$ cat src/uac_defs.svh
// timing, encoding and reset constants of the serial receiver/transmitter core
`ifndef UAC_DEFS_SVH
`define UAC_DEFS_SVH

// character length select codes
`define UAC_LEN_5           2'h0
`define UAC_LEN_8           2'h3

// ticks of the x16 bit clock
`define UAC_TICKS_PER_BIT   6'h10
`define UAC_BIT_LAST_TICK   6'h0F
`define UAC_START_CHECK     6'h07
`define UAC_STOP1_TICKS     6'h10
`define UAC_STOP15_TICKS    6'h18
`define UAC_STOP2_TICKS     6'h20

// index of the last data bit for a five bit character
`define UAC_LAST_BIT_BASE   3'h4

// line levels and reset values
`define UAC_MARK            1'b1
`define UAC_SPACE           1'b0
`define UAC_CFG_RESET       5'h18
`define UAC_DATA_WIDTH      8
`define UAC_FIFO_DEPTH      8

`endif

$ cat src/uac_pkg.sv
// shared types of the serial receiver/transmitter core
package uac_pkg;

	typedef struct packed {
		logic [1:0] len;
		logic       par_en;
		logic       par_odd;
		logic       two_stop;
	} uac_cfg_t;

	typedef struct packed {
		logic ready;
		logic parity_fault;
		logic frame_fault;
		logic overrun;
	} uac_rx_status_t;

	typedef enum logic [2:0] {
		TX_IDLE  = 3'b000,
		TX_START = 3'b001,
		TX_DATA  = 3'b010,
		TX_PAR   = 3'b011,
		TX_STOP  = 3'b100
	} uac_tx_phase_t;

	typedef enum logic [2:0] {
		RX_IDLE  = 3'b000,
		RX_START = 3'b001,
		RX_DATA  = 3'b010,
		RX_PAR   = 3'b011,
		RX_STOP  = 3'b100
	} uac_rx_phase_t;

	typedef struct packed {
		uac_cfg_t       cfg;
		logic           tx_clk_q;
		logic           rx_clk_q;
		logic           strobe_n_q;
		uac_tx_phase_t  tx_phase;
		logic [5:0]     tx_cnt;
		logic [2:0]     tx_bit;
		logic [7:0]     tx_sh;
		logic           tx_par;
		logic           tx_line;
		logic           eoc;
		uac_rx_phase_t  rx_phase;
		logic [5:0]     rx_cnt;
		logic [2:0]     rx_bit;
		logic [7:0]     rx_sh;
		logic           rx_si_q;
		logic           rx_perr;
		logic [7:0]     rx_hold;
		uac_rx_status_t rx_stat;
		logic [4:0]     status_word;
	} uac_core_state_t;

endpackage

$ cat src/uac_core.sv
// asynchronous serial receiver/transmitter core, one line, full or half duplex
//
// Overview of operation
// - receiver and transmitter are independent machines running at the same time
// - each direction has its own x16 bit clock, DC to 160 kHz
// - character length 5, 6, 7 or 8 data bits, shared by both directions
// - optional parity, odd or even, generated on send and checked on receive
// - one or two stop bits; with 5 bit characters one or one and a half
// - both directions buffer a holding stage plus a shift register
// - transmit holding empty is high while a character can be accepted
// - host loads transmit data with a low pulse, captured on its rising edge
// - held character moves to an empty shifter, framing bits added, sending starts
// - end of character rises one sixteenth bit before stop end, until next start
// - receiver looks for a mark to space transition on the line
// - start bit checked at its centre, then each bit sampled at centre
// - character assembled per configured length and parity; stop count ignored on receive
// - parity mismatch raises the parity fault output
// - first stop bit sampled low raises the frame fault output
// - after stop sample: copy to holding, raise ready, latch fault states
// - host drives ready clear low after taking a character; ready drops
// - new character while ready still set raises overrun until the next load
// - short characters are right justified with upper bits low
// - master reset clears all but the line setup, which goes to 8 bits, no parity, one stop; line, end of character, holding empty high
// - line parameters latched into the control register by a control strobe
`timescale 1ns/1ps
`include "uac_defs.svh"

module uac_core #(
	parameter int DATA_WIDTH = `UAC_DATA_WIDTH,
	parameter int FIFO_DEPTH = `UAC_FIFO_DEPTH
) (
	// clock and reset
	input  wire logic                  i_ref_clk,
	input  wire logic                  i_resetn,
	input  wire logic                  i_chip_master_reset,
	// line parameters
	input  wire logic                  i_control_strobe,
	input  wire uac_pkg::uac_cfg_t     i_cfg,
	// bit clocks, sixteen times the baud rate
	input  wire logic                  i_tx_bit_clock16,
	input  wire logic                  i_rx_bit_clock16,
	// transmit host side
	input  wire logic                  i_holding_load_strobe_n,
	input  wire logic [DATA_WIDTH-1:0] i_tx_data,
	output logic                       o_tx_holding_empty,
	// transmit line side
	output logic                       o_tx_line_out,
	output logic                       o_end_of_char,
	// receive line side
	input  wire logic                  i_rx_line_in,
	// receive host side
	input  wire logic                  i_rx_ready_clear_n,
	input  wire logic                  i_status_word_select_n,
	output logic [DATA_WIDTH-1:0]      o_rx_parallel_out,
	output uac_pkg::uac_rx_status_t    o_rx_status,
	output logic [4:0]                 o_status_word
);

	// ************************************************************
	// state, reset value and fifo
	// ************************************************************

	localparam uac_pkg::uac_core_state_t RST_STATE = '{
		cfg:         uac_pkg::uac_cfg_t'(`UAC_CFG_RESET),
		tx_clk_q:    1'b0,
		rx_clk_q:    1'b0,
		strobe_n_q:  1'b1,
		tx_phase:    uac_pkg::TX_IDLE,
		tx_cnt:      6'h00,
		tx_bit:      3'h0,
		tx_sh:       8'h00,
		tx_par:      1'b0,
		tx_line:     `UAC_MARK,
		eoc:         1'b1,
		rx_phase:    uac_pkg::RX_IDLE,
		rx_cnt:      6'h00,
		rx_bit:      3'h0,
		rx_sh:       8'h00,
		rx_si_q:     `UAC_MARK,
		rx_perr:     1'b0,
		rx_hold:     8'h00,
		rx_stat:     '0,
		status_word: 5'h00
	};

	uac_pkg::uac_core_state_t st_r;
	uac_pkg::uac_core_state_t st_nxt;

	logic                  tx_tick;
	logic                  rx_tick;
	logic                  load_push;
	logic                  hold_ready;
	logic                  hold_valid;
	logic [DATA_WIDTH-1:0] hold_data;
	logic                  tx_pop;
	logic                  tx_free;
	logic [5:0]            stop_ticks;
	logic [2:0]            last_bit;
	logic [7:0]            len_mask;
	logic [7:0]            tx_word;

	// the fifo is the transmit holding stage; its ready is holding empty
	uac_fifo #(
		.WIDTH (DATA_WIDTH),
		.DEPTH (FIFO_DEPTH)
	) u_tx_hold (
		.i_ref_clk   (i_ref_clk),
		.i_resetn    (i_resetn),
		.i_flush     (i_chip_master_reset),
		.i_in_valid  (load_push),
		.i_in_data   (i_tx_data),
		.o_in_ready  (hold_ready),
		.o_out_valid (hold_valid),
		.o_out_data  (hold_data),
		.i_out_ready (tx_pop)
	);

	// ************************************************************
	// next state
	// ************************************************************

	always_comb begin
		st_nxt = st_r;
		tx_pop = 1'b0;

		// bit clocks are plain synchronous inputs; act on their rising edge
		tx_tick = i_tx_bit_clock16 & ~st_r.tx_clk_q;
		rx_tick = i_rx_bit_clock16 & ~st_r.rx_clk_q;
		st_nxt.tx_clk_q = i_tx_bit_clock16;
		st_nxt.rx_clk_q = i_rx_bit_clock16;

		// data is taken on the rising trailing edge of the load strobe
		load_push = ~st_r.strobe_n_q & i_holding_load_strobe_n;
		st_nxt.strobe_n_q = i_holding_load_strobe_n;

		if (i_control_strobe) begin
			st_nxt.cfg = i_cfg;
		end

		// one length setting serves both directions
		last_bit = `UAC_LAST_BIT_BASE + {1'b0, st_r.cfg.len};
		len_mask = 8'hFF >> (2'h3 - st_r.cfg.len);

		if (st_r.cfg.two_stop && st_r.cfg.len == `UAC_LEN_5) begin
			stop_ticks = `UAC_STOP15_TICKS;
		end else if (st_r.cfg.two_stop) begin
			stop_ticks = `UAC_STOP2_TICKS;
		end else begin
			stop_ticks = `UAC_STOP1_TICKS;
		end

		// ********************************************************
		// transmitter
		// ********************************************************

		// shifter counts as empty in its last stop tick, so full speed has no gap
		tx_free = (st_r.tx_phase == uac_pkg::TX_IDLE) ||
			(st_r.tx_phase == uac_pkg::TX_STOP && st_r.tx_cnt == stop_ticks - 6'h01);
		tx_word = 8'(hold_data) & len_mask;

		if (tx_tick && tx_free && hold_valid) begin
			tx_pop = 1'b1;
			st_nxt.tx_sh    = tx_word;
			st_nxt.tx_par   = (^tx_word) ^ st_r.cfg.par_odd;
			st_nxt.tx_line  = `UAC_SPACE;
			st_nxt.eoc      = 1'b0;
			st_nxt.tx_phase = uac_pkg::TX_START;
			st_nxt.tx_cnt   = 6'h00;
			st_nxt.tx_bit   = 3'h0;
		end else if (tx_tick) begin
			case (st_r.tx_phase)
				uac_pkg::TX_START: begin
					if (st_r.tx_cnt == `UAC_BIT_LAST_TICK) begin
						st_nxt.tx_cnt   = 6'h00;
						st_nxt.tx_phase = uac_pkg::TX_DATA;
						st_nxt.tx_line  = st_r.tx_sh[0];
					end else begin
						st_nxt.tx_cnt = st_r.tx_cnt + 6'h01;
					end
				end
				uac_pkg::TX_DATA: begin
					if (st_r.tx_cnt == `UAC_BIT_LAST_TICK) begin
						st_nxt.tx_cnt = 6'h00;
						st_nxt.tx_sh  = {1'b0, st_r.tx_sh[7:1]};
						if (st_r.tx_bit == last_bit && st_r.cfg.par_en) begin
							st_nxt.tx_phase = uac_pkg::TX_PAR;
							// parity of the data sent, flipped for odd sense
							st_nxt.tx_line  = st_r.tx_par;
						end else if (st_r.tx_bit == last_bit) begin
							st_nxt.tx_phase = uac_pkg::TX_STOP;
							st_nxt.tx_line  = `UAC_MARK;
						end else begin
							st_nxt.tx_bit  = st_r.tx_bit + 3'h1;
							st_nxt.tx_line = st_r.tx_sh[1];
						end
					end else begin
						st_nxt.tx_cnt = st_r.tx_cnt + 6'h01;
					end
				end
				uac_pkg::TX_PAR: begin
					if (st_r.tx_cnt == `UAC_BIT_LAST_TICK) begin
						st_nxt.tx_cnt   = 6'h00;
						st_nxt.tx_phase = uac_pkg::TX_STOP;
						st_nxt.tx_line  = `UAC_MARK;
					end else begin
						st_nxt.tx_cnt = st_r.tx_cnt + 6'h01;
					end
				end
				uac_pkg::TX_STOP: begin
					if (st_r.tx_cnt == stop_ticks - 6'h01) begin
						st_nxt.tx_phase = uac_pkg::TX_IDLE;
					end else begin
						st_nxt.tx_cnt = st_r.tx_cnt + 6'h01;
						if (st_r.tx_cnt == stop_ticks - 6'h02) begin
							st_nxt.eoc = 1'b1;
						end
					end
				end
				default: begin
					st_nxt.tx_line = `UAC_MARK;
				end
			endcase
		end

		// ********************************************************
		// receiver
		// ********************************************************

		// host clear is applied first so a character landing now still sets ready
		if (!i_rx_ready_clear_n) begin
			st_nxt.rx_stat.ready = 1'b0;
		end

		// receive half runs on its own tick, never waits on the transmitter
		if (rx_tick) begin
			st_nxt.rx_si_q = i_rx_line_in;
			case (st_r.rx_phase)
				uac_pkg::RX_IDLE: begin
					if (st_r.rx_si_q == `UAC_MARK && i_rx_line_in == `UAC_SPACE) begin
						st_nxt.rx_phase = uac_pkg::RX_START;
						st_nxt.rx_cnt   = 6'h00;
						st_nxt.rx_bit   = 3'h0;
						st_nxt.rx_sh    = 8'h00;
						st_nxt.rx_perr  = 1'b0;
					end
				end
				uac_pkg::RX_START: begin
					// eighth tick after the edge is the centre of the start bit
					if (st_r.rx_cnt == `UAC_START_CHECK && i_rx_line_in == `UAC_SPACE) begin
						st_nxt.rx_phase = uac_pkg::RX_DATA;
						st_nxt.rx_cnt   = 6'h00;
					end else if (st_r.rx_cnt == `UAC_START_CHECK) begin
						st_nxt.rx_phase = uac_pkg::RX_IDLE;
					end else begin
						st_nxt.rx_cnt = st_r.rx_cnt + 6'h01;
					end
				end
				uac_pkg::RX_DATA: begin
					// sixteen ticks on from a centre is the next centre
					if (st_r.rx_cnt == `UAC_BIT_LAST_TICK) begin
						st_nxt.rx_cnt             = 6'h00;
						st_nxt.rx_sh[st_r.rx_bit] = i_rx_line_in;
						if (st_r.rx_bit == last_bit && st_r.cfg.par_en) begin
							st_nxt.rx_phase = uac_pkg::RX_PAR;
						end else if (st_r.rx_bit == last_bit) begin
							st_nxt.rx_phase = uac_pkg::RX_STOP;
						end else begin
							st_nxt.rx_bit = st_r.rx_bit + 3'h1;
						end
					end else begin
						st_nxt.rx_cnt = st_r.rx_cnt + 6'h01;
					end
				end
				uac_pkg::RX_PAR: begin
					if (st_r.rx_cnt == `UAC_BIT_LAST_TICK) begin
						st_nxt.rx_cnt   = 6'h00;
						st_nxt.rx_phase = uac_pkg::RX_STOP;
						// unused upper bits are zero, so the whole word gives the parity
						st_nxt.rx_perr  = i_rx_line_in ^ (^st_r.rx_sh) ^ st_r.cfg.par_odd;
					end else begin
						st_nxt.rx_cnt = st_r.rx_cnt + 6'h01;
					end
				end
				uac_pkg::RX_STOP: begin
					// only the first stop bit is looked at; the rest is idle line
					if (st_r.rx_cnt == `UAC_BIT_LAST_TICK) begin
						st_nxt.rx_phase             = uac_pkg::RX_IDLE;
						st_nxt.rx_hold              = st_r.rx_sh;
						st_nxt.rx_stat.overrun      = st_nxt.rx_stat.ready;
						st_nxt.rx_stat.ready        = 1'b1;
						st_nxt.rx_stat.parity_fault = st_r.rx_perr;
						st_nxt.rx_stat.frame_fault  = ~i_rx_line_in;
					end else begin
						st_nxt.rx_cnt = st_r.rx_cnt + 6'h01;
					end
				end
				default: begin
					st_nxt.rx_phase = uac_pkg::RX_IDLE;
				end
			endcase
		end

		// status word shows only while selected, zero otherwise
		if (!i_status_word_select_n) begin
			st_nxt.status_word = {st_r.rx_stat.parity_fault, st_r.rx_stat.overrun, hold_ready,
				st_r.rx_stat.frame_fault, st_r.rx_stat.ready};
		end else begin
			st_nxt.status_word = 5'h00;
		end

		// master reset beats everything; the fifo is flushed alongside
		if (i_chip_master_reset) begin
			st_nxt = RST_STATE;
			tx_pop = 1'b0;
		end
	end

	// ************************************************************
	// state register and outputs
	// ************************************************************

	always_ff @(posedge i_ref_clk or negedge i_resetn) begin
		if (!i_resetn) begin
			st_r <= RST_STATE;
		end else begin
			st_r <= st_nxt;
		end
	end

	// every output is a flip-flop; holding empty is the fifo's registered ready
	assign o_tx_holding_empty = hold_ready;
	assign o_tx_line_out      = st_r.tx_line;
	assign o_end_of_char      = st_r.eoc;
	assign o_rx_parallel_out  = DATA_WIDTH'(st_r.rx_hold);
	assign o_rx_status        = st_r.rx_stat;
	assign o_status_word      = st_r.status_word;

endmodule

$ cat src/uac_fifo.sv
// small synchronous fifo with valid/ready on both sides
`timescale 1ns/1ps

module uac_fifo #(
	parameter int WIDTH = 8,
	parameter int DEPTH = 8
) (
	// clock and reset
	input  wire logic             i_ref_clk,
	input  wire logic             i_resetn,
	input  wire logic             i_flush,
	// fill side
	input  wire logic             i_in_valid,
	input  wire logic [WIDTH-1:0] i_in_data,
	output logic                  o_in_ready,
	// drain side
	output logic                  o_out_valid,
	output logic [WIDTH-1:0]      o_out_data,
	input  wire logic             i_out_ready
);

	localparam int AW = (DEPTH > 1) ? $clog2(DEPTH) : 1;

	typedef struct packed {
		logic [DEPTH-1:0][WIDTH-1:0] mem;
		logic [AW-1:0]               wp;
		logic [AW-1:0]               rp;
		logic [AW:0]                 cnt;
		logic                        rdy;
	} uac_fifo_state_t;

	uac_fifo_state_t st_r;
	uac_fifo_state_t st_nxt;
	logic            push;
	logic            pop;

	always_comb begin
		st_nxt = st_r;
		push   = i_in_valid & st_r.rdy;
		pop    = i_out_ready & (st_r.cnt != '0);
		if (push) begin
			st_nxt.mem[st_r.wp] = i_in_data;
			st_nxt.wp = (st_r.wp == AW'(DEPTH - 1)) ? '0 : st_r.wp + 1'b1;
		end
		if (pop) begin
			st_nxt.rp = (st_r.rp == AW'(DEPTH - 1)) ? '0 : st_r.rp + 1'b1;
		end
		if (push && !pop) begin
			st_nxt.cnt = st_r.cnt + 1'b1;
		end else if (pop && !push) begin
			st_nxt.cnt = st_r.cnt - 1'b1;
		end
		if (i_flush) begin
			st_nxt.wp  = '0;
			st_nxt.rp  = '0;
			st_nxt.cnt = '0;
		end
		// ready is registered so the fill side sees a clean level
		st_nxt.rdy = (st_nxt.cnt != (AW + 1)'(DEPTH));
	end

	always_ff @(posedge i_ref_clk or negedge i_resetn) begin
		if (!i_resetn) begin
			st_r <= uac_fifo_state_t'{mem: '0, wp: '0, rp: '0, cnt: '0, rdy: 1'b1};
		end else begin
			st_r <= st_nxt;
		end
	end

	assign o_in_ready  = st_r.rdy;
	assign o_out_valid = (st_r.cnt != '0);
	assign o_out_data  = st_r.mem[st_r.rp];

endmodule

$ cat config.mk
export PLATFORM = sky130hd
export DESIGN_NAME = uac_core
export DESIGN_NICKNAME = d
export VERILOG_FILES = /design/src/uac_pkg.sv /design/src/uac_core.sv /design/src/uac_fifo.sv
export VERILOG_INCLUDE_DIRS = /design/src
export SDC_FILE = /design/constraint.sdc
export NUM_CORES = 1
export LEC_CHECK = 0
export BUFFER_PORTS_ARGS = -buffer_cell sky130_fd_sc_hd__buf_2
export CAP_MARGIN = 20
export CORE_UTILIZATION = 30
export CTS_CLUSTER_DIAMETER = 120
export CTS_CLUSTER_SIZE = 12
export DETAILED_ROUTE_END_ITERATION = 10
export PLACE_DENSITY_LB_ADDON = 0.1
export SKIP_LAST_GASP = 1
export SLEW_MARGIN = 10
export SYNTH_ARGS = -nofsm -noshare
export SYNTH_HDL_FRONTEND = slang
export SYNTH_HIERARCHICAL = 1
export SYNTH_SLANG_ARGS = --single-unit
export TNS_END_PERCENT = 1
$ cat constraint.sdc
create_clock -name i_ref_clk -period 3.6 [get_ports i_ref_clk]
set_input_delay 0.36 -clock i_ref_clk [delete_from_list [all_inputs] [get_ports i_ref_clk]]
set_output_delay 0.36 -clock i_ref_clk [all_outputs]
set_load 0.01 [all_outputs]
==> results by group, run 1 <==
Layout
  • Commonest non-fill, non-tap cell in the layout: dfrtp_1
  • Fill cells: 2601
  • Share of layout cells above drive strength 1: 31.68%
  • P&R area growth vs syn: 11.17%
  • Most frequent cells in the layout: dfrtp_1 (138), mux2_2 (60), nor2_1 (55)
  • ANT cells: 0
  • Layout net count: 726
  • Fin util: 34.03%

Clocking
  • Number of buffers created by CTS: 17
  • Clk slew on worst S/H paths: 70 ps
  • Worst-Skew Late Latency: 430 ps
  • Sink Count: 145
  • H-Tree Depth: 4
  • Post_cts resized: 0
  • Longest Clk Path Bufs: 2
  • CTS root buf: clkbuf_16
  • CTS tree: done

Route
  • Initial DRC Count: 299
  • Post-DRT Antenna Nets: 0
  • Wire per inst: 17.81 um
  • Final wirelength: 18510 um
  • DRC Markers: 0
  • Vias/cell: 5.049
  • Via count: 5246
  • First drt pass iteration count: 5

Min path
  • Hold Crit Class: input pin to flop

Global routing
  • Global-route wire length before repair: 29870 um
  • Gr ovfl total: 0
  • Initial antenna violation count: 0
  • GRT Total Usage: 14.46%
  • Vias in the first global route: 5321
  • Pin count of the biggest net entering global routing: 71

Logic synthesis
  • Post-Syn Area per Cell: 11.82 um2
  • Syn Inst Count: 675
  • EDFF count, synth: 0
  • Syn_nets: 709
  • YS warnings: 6
  • Mapped Area: 7976 um2
  • Synth Register Bits: 145
  • Top FF cell, synth: dfrtp_1
  • Post-synthesis async set-or-reset flop share: 100.0%
  • Seq/Total Area, Yosys: 45.60%
  • Synth cell types: 86

Floorplanning
  • Initial Utilization: 30.61%
  • Ports: 43
  • Die width: 165.1 um
  • Die area: 27240 um2
  • FP Rows: 59
  • Die height: 165.1 um
  • Core ar.: 26060 um2

STA
  • Final-report hold violation count: 0
  • Worst slew pin tran: 847.5 ps
  • Tmin final: 3115 ps
  • Final Slew Violations: 0
  • Post-Route Setup TNS: 0 ps
  • RSZ-0062 raised after global routing: false
  • Final setup violation count: 0
  • Fmax: 321.0 MHz
  • Final setup skew: 20.90 ps
  • Worst slew margin: 43.33%
  • Final period util: 86.52%

Power
  • Sequential share of power: 45.2%
  • P_int: 2.877 mW
  • Clock share of power: 44.8%
  • Pwr Density: 434.1 nW/um2
  • Tot Pwr: 3.849 mW
  • Net Sw Frac: 25.26%
  • Combinational power share: 10.0%
  • Pleak: 3.958 nW
  • Max IR drop VDD: 0.2308 mV
  • NetSw: 0.9724 mW

Critical path
  • Critical-path top delay cell: dfrtp_1
  • CP Launch Type: flop
  • Critical path cell sequence: inv_1 > ha_1 > or3b_1 > or3b_4 > nor4_4 > a21oi_2 > nor2_1 > nand2_2 > and3_1 > o31a_1 > nand3b_1
  • Critical Path RT: 3930 ps
  • WP data arrival: 3450 ps
  • Setup CP Type: flop to flop
  • Worst Setup End Kind: flop
  • Highest cell delay on the worst timing path: 450 ps
  • CP max FO: 9
  • Family with the most delay on the worst path: simple AND/OR/NAND/NOR gates
  • Worst path bufs/invs: 1

Placed design
  • Dpl hpwl: 12720 um
  • Input/output buffers: 42
  • GP Congestion: 0.7682

Flow run
  • Max-cap viol count: 0

Status
  • Status: completed
-- power by group through the flow --
stage,Sequential [mW],Combinational [mW],Clock [mW]
2_1_floorplan,1.74,0.288,0
3_3_place_gp,1.76,0.390,0
3_5_place_dp,1.77,0.393,0
4_1_cts,1.74,0.397,1.79
5_1_grt,1.75,0.430,1.85
6_report,1.74,0.387,1.72
-- metal layers --
layer	vias to the layer above	GRT usage [%]	part of all wire, %
met5	-	0	0
met2	97	23.07	47
li1	2473	-	-
met1	2665	19.95	49
met4	0	4.295	1.1
met3	11	2.498	2.9
-- per-stage QoR --
| stage | hold WS, ps | std cells | worst slack (ps) | instance area [um2] |
|---|---|---|---|---|
| final | 134.0 | 1039 | 485.2 | 8867 |
| after global routing | 133.3 | 1039 | 297.8 | 8867 |
| after CTS | 123.8 | 1039 | 526.2 | 8867 |
| after detailed placement | 431.0 | 1007 | 538.6 | 8282 |
| after global placement | 432.9 | 1007 | 637.2 | 8282 |
| after floorplan | 64.41 | 675 | 672.1 | 7976 |
-- final cells by class --
type | instances | area (um2) | share of cell area, %
Inverter | 13 | 48.80 | 0.5503
Clock inverter | 12 | 122.6 | 1.383
Timing Repair Buffer | 53 | 301.5 | 3.401
Multi-Input combinational cell | 462 | 3885 | 43.81
Sequential cell | 145 | 3637 | 41.02
Tap cell | 335 | 419.2 | 4.727
Clock buffer | 19 | 452.9 | 5.108
-- final timing paths --
kind | startpoint | slack, ps | cells after the start | to
min in group asynchronous | i_resetn | 540 | 2 | st_r[60]$_DFFE_PN0P_
worst max-delay path | u_tx_hold/st_r[1]$_DFF_PN0_ | 490 | 11 | u_tx_hold/o_in_ready$_DFF_PN1_
worst max register to register | u_tx_hold/st_r[1]$_DFF_PN0_ | 490 | 11 | u_tx_hold/o_in_ready$_DFF_PN1_
worst min-delay path | i_holding_load_strobe_n | 130 | 2 | st_r[62]$_DFF_PN1_
max in group asynchronous | i_resetn | 2050 | 3 | u_tx_hold/o_in_ready$_DFF_PN1_
worst min register to register | u_tx_hold/st_r[36]$_DFFE_PN0P_ | 500 | 1 | u_tx_hold/st_r[36]$_DFFE_PN0P_
-- synthesized netlist by cell type (3+ instances only) --
cell      instances  area share, %
mux2_4           17            3.2
nor3b_1           6           0.56
nand4b_1          4           0.44
xnor2_1          23            2.5
nand3_1          12           0.75
nand2b_1          5           0.39
o31ai_2           3           0.47
a31oi_1           7           0.55
or2_2             4           0.31
nor4_1            4           0.31
buf_2            11           0.69
nor2b_1           8           0.63
mux2i_1          26            3.3
dfstp_2           7            2.3
buf_4            20            1.9
o21ai_0          29            1.8
a211oi_1         13            1.2
a21oi_1          25            1.6
nor2_2            3           0.24
and2_1            5           0.39
dfrtp_1         138             43
clkbuf_1         12           0.56
mux2_2           60            8.5
ha_1             11            1.7
nor3_1            9           0.56
nand2_1          34            1.6
nand3b_1          6           0.56
mux4_2           16            4.5
nand4_1           6           0.47
a211o_1           4           0.44
xor2_1            3           0.33
buf_6             6           0.85
nor2_1           55            2.6
inv_1            13           0.61
and3_1            4           0.31
-- flip-flops by register name (all words and copies together), names as in the netlist --
register	cells
o_end_of_char	1
u_tx_hold/o_in_ready	1
o_tx_line_out	1
o_status_word	5
st_r	51
o_rx_parallel_out	8
o_rx_status	4
u_tx_hold/st_r	74
-- timing repair --
action	in CTS	in global routing
hold buffers	1	0
buffers inserted	0	0
endpoints found under the setup margin	0	0
hold endpoints to repair	17	0
-- kinds of logic (layout without fill, tap and decap cells) --
group                      after synthesis  count (layout)  synth area share [%]
AOI/OAI and AO/OA                      113             113                 10.20
xor gates and xnor gates                28              28                 3.545
adders and majority gates               11              11                 1.725
buffers and inverters                   68              97                 5.694
DFF                                    145             145                 45.60
muxes                                  119             119                 19.45
and+or+nand+nor                        191             191                 13.79
No activity file was read; power rests on OpenSTA's default activity.
==> inputs of run 2 (changes only) <==
==> constraint.sdc (replaced) <==
create_clock -name i_ref_clk -period 3.95 [get_ports i_ref_clk]
set_input_delay 0.395 -clock i_ref_clk [delete_from_list [all_inputs] [get_ports i_ref_clk]]
set_output_delay 0.395 -clock i_ref_clk [all_outputs]
set_load 0.01 [all_outputs]
==> results by group, run 2 (synthesis results as in run 1) <==
Status
  • Status: completed

Clocking
  • Post_cts resized: 0 (unchanged)
  • CTS root buf: clkbuf_16
  • Longest Clk Path Bufs: 2 (unchanged)
  • Postcts setup bufs: 0 (unchanged)
  • Number of buffers created by CTS: 17 (unchanged)
  • CTS tree: done
  • Worst-Skew Late Latency: 430 ps (about the same)
  • Clk slew on worst S/H paths: 60 ps (about the same)
  • CTS Hold Bufs: 0 (-1)
  • Sink Count: 145 (unchanged)
  • H-Tree Depth: 4 (unchanged)

STA
  • Post-Route Setup TNS: 0 ps (unchanged)
  • Hold slack: 42.91 ps (-91.07 ps)
  • Final setup skew: 14.30 ps (-6.603 ps)
  • Final Slew Violations: 0 (unchanged)
  • RSZ-0062 raised after global routing: false
  • Worst slew margin: 40.00% (-3.3 points)
  • Final period util: 84.20% (-2.3 points)
  • Worst slew pin tran: 900.0 ps (+52.49 ps)
  • Final-report hold violation count: 0 (unchanged)
  • Fmax: 300.7 MHz (-6.3%)
  • Setup WS post-layout: 624.0 ps (+138.9 ps)
  • Tmin final: 3326 ps (+211.1 ps)
  • Final setup violation count: 0 (unchanged)

Layout
  • Layout net count: 722 (-0.55%)
  • Most flops, register: u_tx_hold/st_r
  • Share of layout cells above drive strength 1: 31.38% (-0.29 points)
  • ANT cells: 0 (unchanged)
  • Commonest non-fill, non-tap cell in the layout: dfrtp_1
  • Area of the multi-input gates: 3885 um2 (unchanged)
  • Final Cell Area: 8848 um2 (-0.21%)
  • Largest register FFs: 74 (unchanged)
  • Most frequent cells in the layout: dfrtp_1 (138), mux2_2 (60), nor2_1 (55)
  • P&R area growth vs syn: 10.93%
  • Fill cells: 2596 (-0.19%)
  • FF+latch area: 3637 um2 (unchanged)

Floorplanning
  • Die height: 165.1 um (unchanged)
  • Die area: 27240 um2 (unchanged)
  • Ports: 43 (unchanged)
  • Core ar.: 26060 um2 (unchanged)
  • Die width: 165.1 um (unchanged)
  • Initial Utilization: 30.61% (unchanged)
  • FP Rows: 59 (unchanged)

Critical path
  • Critical-path top delay cell: dfrtp_1
  • Critical Path RT: 4290 ps (+360 ps)
  • CP max FO: 18 (+9)
  • Critical path cell sequence: inv_1 > ha_1 > or3b_1 > or3b_4 > nor4_4 > a21oi_2 > nor2_1 > nand2_2 > and3_1 > o31a_1 > nand3b_1
  • WP data arrival: 3660 ps (+210 ps)
  • Highest cell delay on the worst timing path: 440 ps (about the same)
  • Setup CP Type: flop to flop
  • CP Launch Type: flop
  • Worst Setup End Kind: flop

Route
  • Wire per inst: 17.73 um (-0.44%)
  • Vias/cell: 5.076 (+0.54%)
  • Post-DRT Antenna Nets: 0 (unchanged)
  • Via count: 5259 (+0.25%)
  • First drt pass iteration count: 4 (-1)
  • Initial DRC Count: 233 (-22%)
  • DRC Markers: 0 (unchanged)
  • Final wirelength: 18370 um (-0.72%)

Min path
  • Hold Crit Class: input pin to async pin

Placed design
  • Placed Area: 8259 um2 (-0.27%)
  • Pre-CTS setup slack: 648.3 ps (+109.7 ps)
  • GP Congestion: 0.7835 (+2.0%)
  • Input/output buffers: 42 (unchanged)
  • Dpl hpwl: 12340 um (-3.0%)

Power
  • Tot Pwr: 3.537 mW (-8.1%)
  • Pwr Density: 399.8 nW/um2 (-7.9%)
  • Pleak: 3.948 nW (-0.25%)
  • Max IR drop VDD: 0.2036 mV (-12%)

Global routing
  • Initial antenna violation count: 0 (unchanged)
  • GRT Total Usage: 14.64% (+0.18 points)
  • Gr ovfl total: 0 (unchanged)
  • Global-route wire length before repair: 30330 um (+1.5%)
  • Pin count of the biggest net entering global routing: 84 (+18%)
  • Vias in the first global route: 5420 (+1.9%)

Flow run
  • Max-cap viol count: 0 (unchanged)
## run 2: cell count changes in the layout (fill, tap and decap cells not counted)
cell / delta
buf_4: -3
clkbuf_1: +1
clkbuf_8: +1
clkinv_2: -1
clkinvlp_4: -1
dlygate4sd3_1: -1
inv_6: +1
## run 2: worst max-delay path: cells and delay by family, from the launching register on
family          cells  cell delay, ps
simple gates        7            1990
compound gates      2             540
flops               1             440
fa+ha+maj           1             220
buf+inv             1              70
## run 2: power by group
part	internal (mW)	switching [mW]	leakage, nW
clock	0.935	0.669	0.288
combinational	0.169	0.181	1.69
sequential	1.54	0.0422	1.97
## run 2: worst paths after layout
path | from | to | slack, ps | depth (start not counted)
setup / recovery | u_tx_hold/st_r[1]$_DFF_PN0_ | u_tx_hold/o_in_ready$_DFF_PN1_ | 620 | 11
hold / removal | i_resetn | st_r[52]$_DFFE_PN0P_ | 40 | 1
setup reg to reg | u_tx_hold/st_r[1]$_DFF_PN0_ | u_tx_hold/o_in_ready$_DFF_PN1_ | 620 | 11
hold reg to reg | u_tx_hold/st_r[29]$_DFFE_PN0P_ | u_tx_hold/st_r[29]$_DFFE_PN0P_ | 500 | 1
max in group asynchronous | i_resetn | u_tx_hold/st_r[52]$_DFFE_PN0P_ | 2940 | 2
min in group i_ref_clk | i_holding_load_strobe_n | st_r[62]$_DFF_PN1_ | 180 | 2
## run 2: per-layer routing
metal  track usage [%]  routed length (um)
met1             20.05                9050
met2             23.05                8610
met3             3.297                 498
met4             4.170                 213
met5                 0                   0
## run 2: per-stage QoR
step,instances,util [%]
floorplan,675,-
global placement,1004,31.69
detailed placement,1004,31.69
CTS,1036,33.96
global route,1036,33.96
finish,1036,33.96
## run 2: layout make-up
class / instances / area share, %
sequential: 145 / 41.11
clock inverter: 11 / 1.343
timing repair buffer: 49 / 3.040
clock buffer: 21 / 5.317
multi-input combinational: 462 / 43.91
inverter: 13 / 0.5515
tap: 335 / 4.737
==> inputs of run 3 (changes only) <==
==> constraint.sdc (replaced) <==
create_clock -name i_ref_clk -period 3.47 [get_ports i_ref_clk]
set_input_delay 0.347 -clock i_ref_clk [delete_from_list [all_inputs] [get_ports i_ref_clk]]
set_output_delay 0.347 -clock i_ref_clk [all_outputs]
set_load 0.01 [all_outputs]
==> results by group, run 3 (synthesis results as in run 1) <==
Status
  • Status: completed

Clocking
  • Worst-Skew Late Latency: 430 ps (about the same)
  • CTS root buf: clkbuf_16
  • Postcts setup bufs: 0 (unchanged)
  • Number of buffers created by CTS: 17 (unchanged)
  • Clk slew on worst S/H paths: 70 ps (about the same)
  • CTS tree: done
  • Post_cts resized: 0 (unchanged)
  • Sink Count: 145 (unchanged)
  • H-Tree Depth: 4 (unchanged)
  • Longest Clk Path Bufs: 2 (unchanged)

Layout
  • P&R area growth vs syn: 11.94%
  • Share of layout cells above drive strength 1: 31.73% (+0.34 points)
  • ANT cells: 0 (unchanged)
  • Final cell count without fillers: 1041 (+0.48%)
  • Largest register FFs: 74 (unchanged)
  • Commonest non-fill, non-tap cell in the layout: dfrtp_1
  • Fin util: 34.26% (+0.31 points)
  • Most flops, register: u_tx_hold/st_r
  • Final Cell Area: 8929 um2 (+0.90%)
  • Layout net count: 727 (+0.69%)
  • Most frequent cells in the layout: dfrtp_1 (138), mux2_2 (60), nor2_1 (55)

Route
  • Final wirelength: 18310 um (-0.33%)
  • Via count: 5169 (-1.7%)
  • Vias/cell: 4.965 (-2.2%)
  • Wire per inst: 17.59 um (-0.81%)
  • First drt pass iteration count: 6 (+2)
  • DRC Markers: 0 (unchanged)
  • Post-DRT Antenna Nets: 0 (unchanged)
  • Initial DRC Count: 309 (+33%)

Global routing
  • GRT Total Usage: 14.57% (-0.072 points)
  • Pin count of the biggest net entering global routing: 63 (-25%)
  • Vias in the first global route: 5349 (-1.3%)
  • Global-route wire length before repair: 30230 um (-0.34%)
  • Gr ovfl total: 0 (unchanged)
  • Initial antenna violation count: 0 (unchanged)

STA
  • Tmin final: 3053 ps (-273.4 ps)
  • Final setup skew: 19.32 ps (+5.016 ps)
  • Final-report hold violation count: 0 (unchanged)
  • Final Slew Violations: 0 (unchanged)
  • Final period util: 87.97% (+3.8 points)
  • Fmax: 327.6 MHz (+9.0%)
  • Worst slew pin tran: 899.0 ps (-1.074 ps)
  • Hold slack: 121.1 ps (+78.21 ps)
  • Worst slew margin: 39.89% (-0.11 points)
  • Final setup violation count: 0 (unchanged)
  • Post-Route Setup TNS: 0 ps (unchanged)
  • RSZ-0062 raised after global routing: false

Critical path
  • Critical Path RT: 3810 ps (-480 ps)
  • FF-to-FF End: u_tx_hold/o_in_ready$_DFF_PN1_
  • Reg2Reg Setup Slack: 420 ps (-210 ps)
  • RR Startpoint: u_tx_hold/st_r[1]$_DFF_PN0_
  • CP Launch Type: flop
  • R2r worst-path depth: 11 (unchanged)
  • Crit path to: u_tx_hold/o_in_ready$_DFF_PN1_
  • Setup CP Type: flop to flop
  • Critical Path Source: u_tx_hold/st_r[1]$_DFF_PN0_
  • CP max FO: 9 (-9)
  • WP data arrival: 3400 ps (-260 ps)
  • Worst Setup End Kind: flop

Floorplanning
  • Die area: 27240 um2 (unchanged)
  • Initial Utilization: 30.61% (unchanged)
  • Die height: 165.1 um (unchanged)
  • Ports: 43 (unchanged)
  • Die width: 165.1 um (unchanged)
  • FP Rows: 59 (unchanged)
  • Core ar.: 26060 um2 (unchanged)

Min path
  • Hold Crit Class: input pin to flop

Placed design
  • Input/output buffers: 42 (unchanged)
  • Placed insts: 1008 (+0.40%)
  • GP Congestion: 0.7661 (-2.2%)
  • Placed Area: 8302 um2 (+0.52%)
  • Dpl hpwl: 12670 um (+2.7%)

Flow run
  • Max-cap viol count: 0 (unchanged)

Power
  • Pleak: 3.992 nW (+1.1%)
  • Pwr Density: 463.2 nW/um2 (+16%)
  • Max IR drop VDD: 0.2689 mV (+32%)
-- run 3: cell count changes in the layout (fill, tap and decap cells not counted), moves of 2 or more --
cell,change
buf_4,+3
clkbuf_8,-3
clkinv_4,-3
clkinv_8,+2
inv_6,+2
inv_8,+2
-- run 3: how the worst min path moves through the flow --
| stage | to | from | slack, ps | cells after the start |
|---|---|---|---|---|
| after global placement | st_r[60]$_DFFE_PN0P_ | i_resetn | 360 | 1 |
| after detailed placement | st_r[54]$_DFFE_PN0P_ | i_resetn | 370 | 1 |
| after floorplan | o_rx_parallel_out[0]$_DFFE_PN0P_ | i_resetn | 50 | 0 |
| final | st_r[62]$_DFF_PN1_ | i_holding_load_strobe_n | 120 | 2 |
| after global routing | st_r[62]$_DFF_PN1_ | i_holding_load_strobe_n | 110 | 2 |
| after CTS | st_r[62]$_DFF_PN1_ | i_holding_load_strobe_n | 100 | 2 |
-- run 3: layout make-up --
cell class | instances | area [um2]
clock buffer | 18 | 429.2
clock inverter | 14 | 187.7
fill | 2587 | 17130
inverter | 13 | 48.80
multi-input combinational | 462 | 3885
sequential | 145 | 3637
tap | 335 | 419.2
timing repair buffer | 54 | 321.6
-- run 3: what timing repair did --
| item | in CTS | in global routing |
|---|---|---|
| endpoints found under the setup margin | 0 | 0 |
| hold buffers | 1 | 0 |
| hold endpoints to repair | 46 | 0 |
-- run 3: stage by stage --
stage / setup WS [ps] / power, mW
6_report: 417.5 / 4.136
5_1_grt: 168.0 / 4.321
4_1_cts: 405.2 / 4.216
3_5_place_dp: 424.0 / 2.246
3_3_place_gp: 525.2 / 2.237
2_1_floorplan: 542.1 / 2.108
-- run 3: worst max-delay path: stages, from the launching register on --
cell      delay (ps)
dfrtp_1          440
inv_1             70
ha_1             220
or3b_1           230
or3b_4           410
nor4_4           350
a21oi_2          110
nor2_1           310
nand2_2          220
and3_1           230
o31a_1           240
nand3b_1         170
-- run 3: routing by layer --
layer / GRT usage [%] / wire [um]
met5: 0 / 0
met4: 4.128 / 191
met3: 2.622 / 494
met2: 22.77 / 8615
met1: 20.51 / 9011
-- run 3: report_power, final --
part           switching (mW)  total, mW  internal [mW]  leakage, nW
Combinational           0.214      0.412          0.198         1.72
Sequential             0.0417       1.79           1.75         1.97
Clock                   0.826       1.93           1.10        0.303
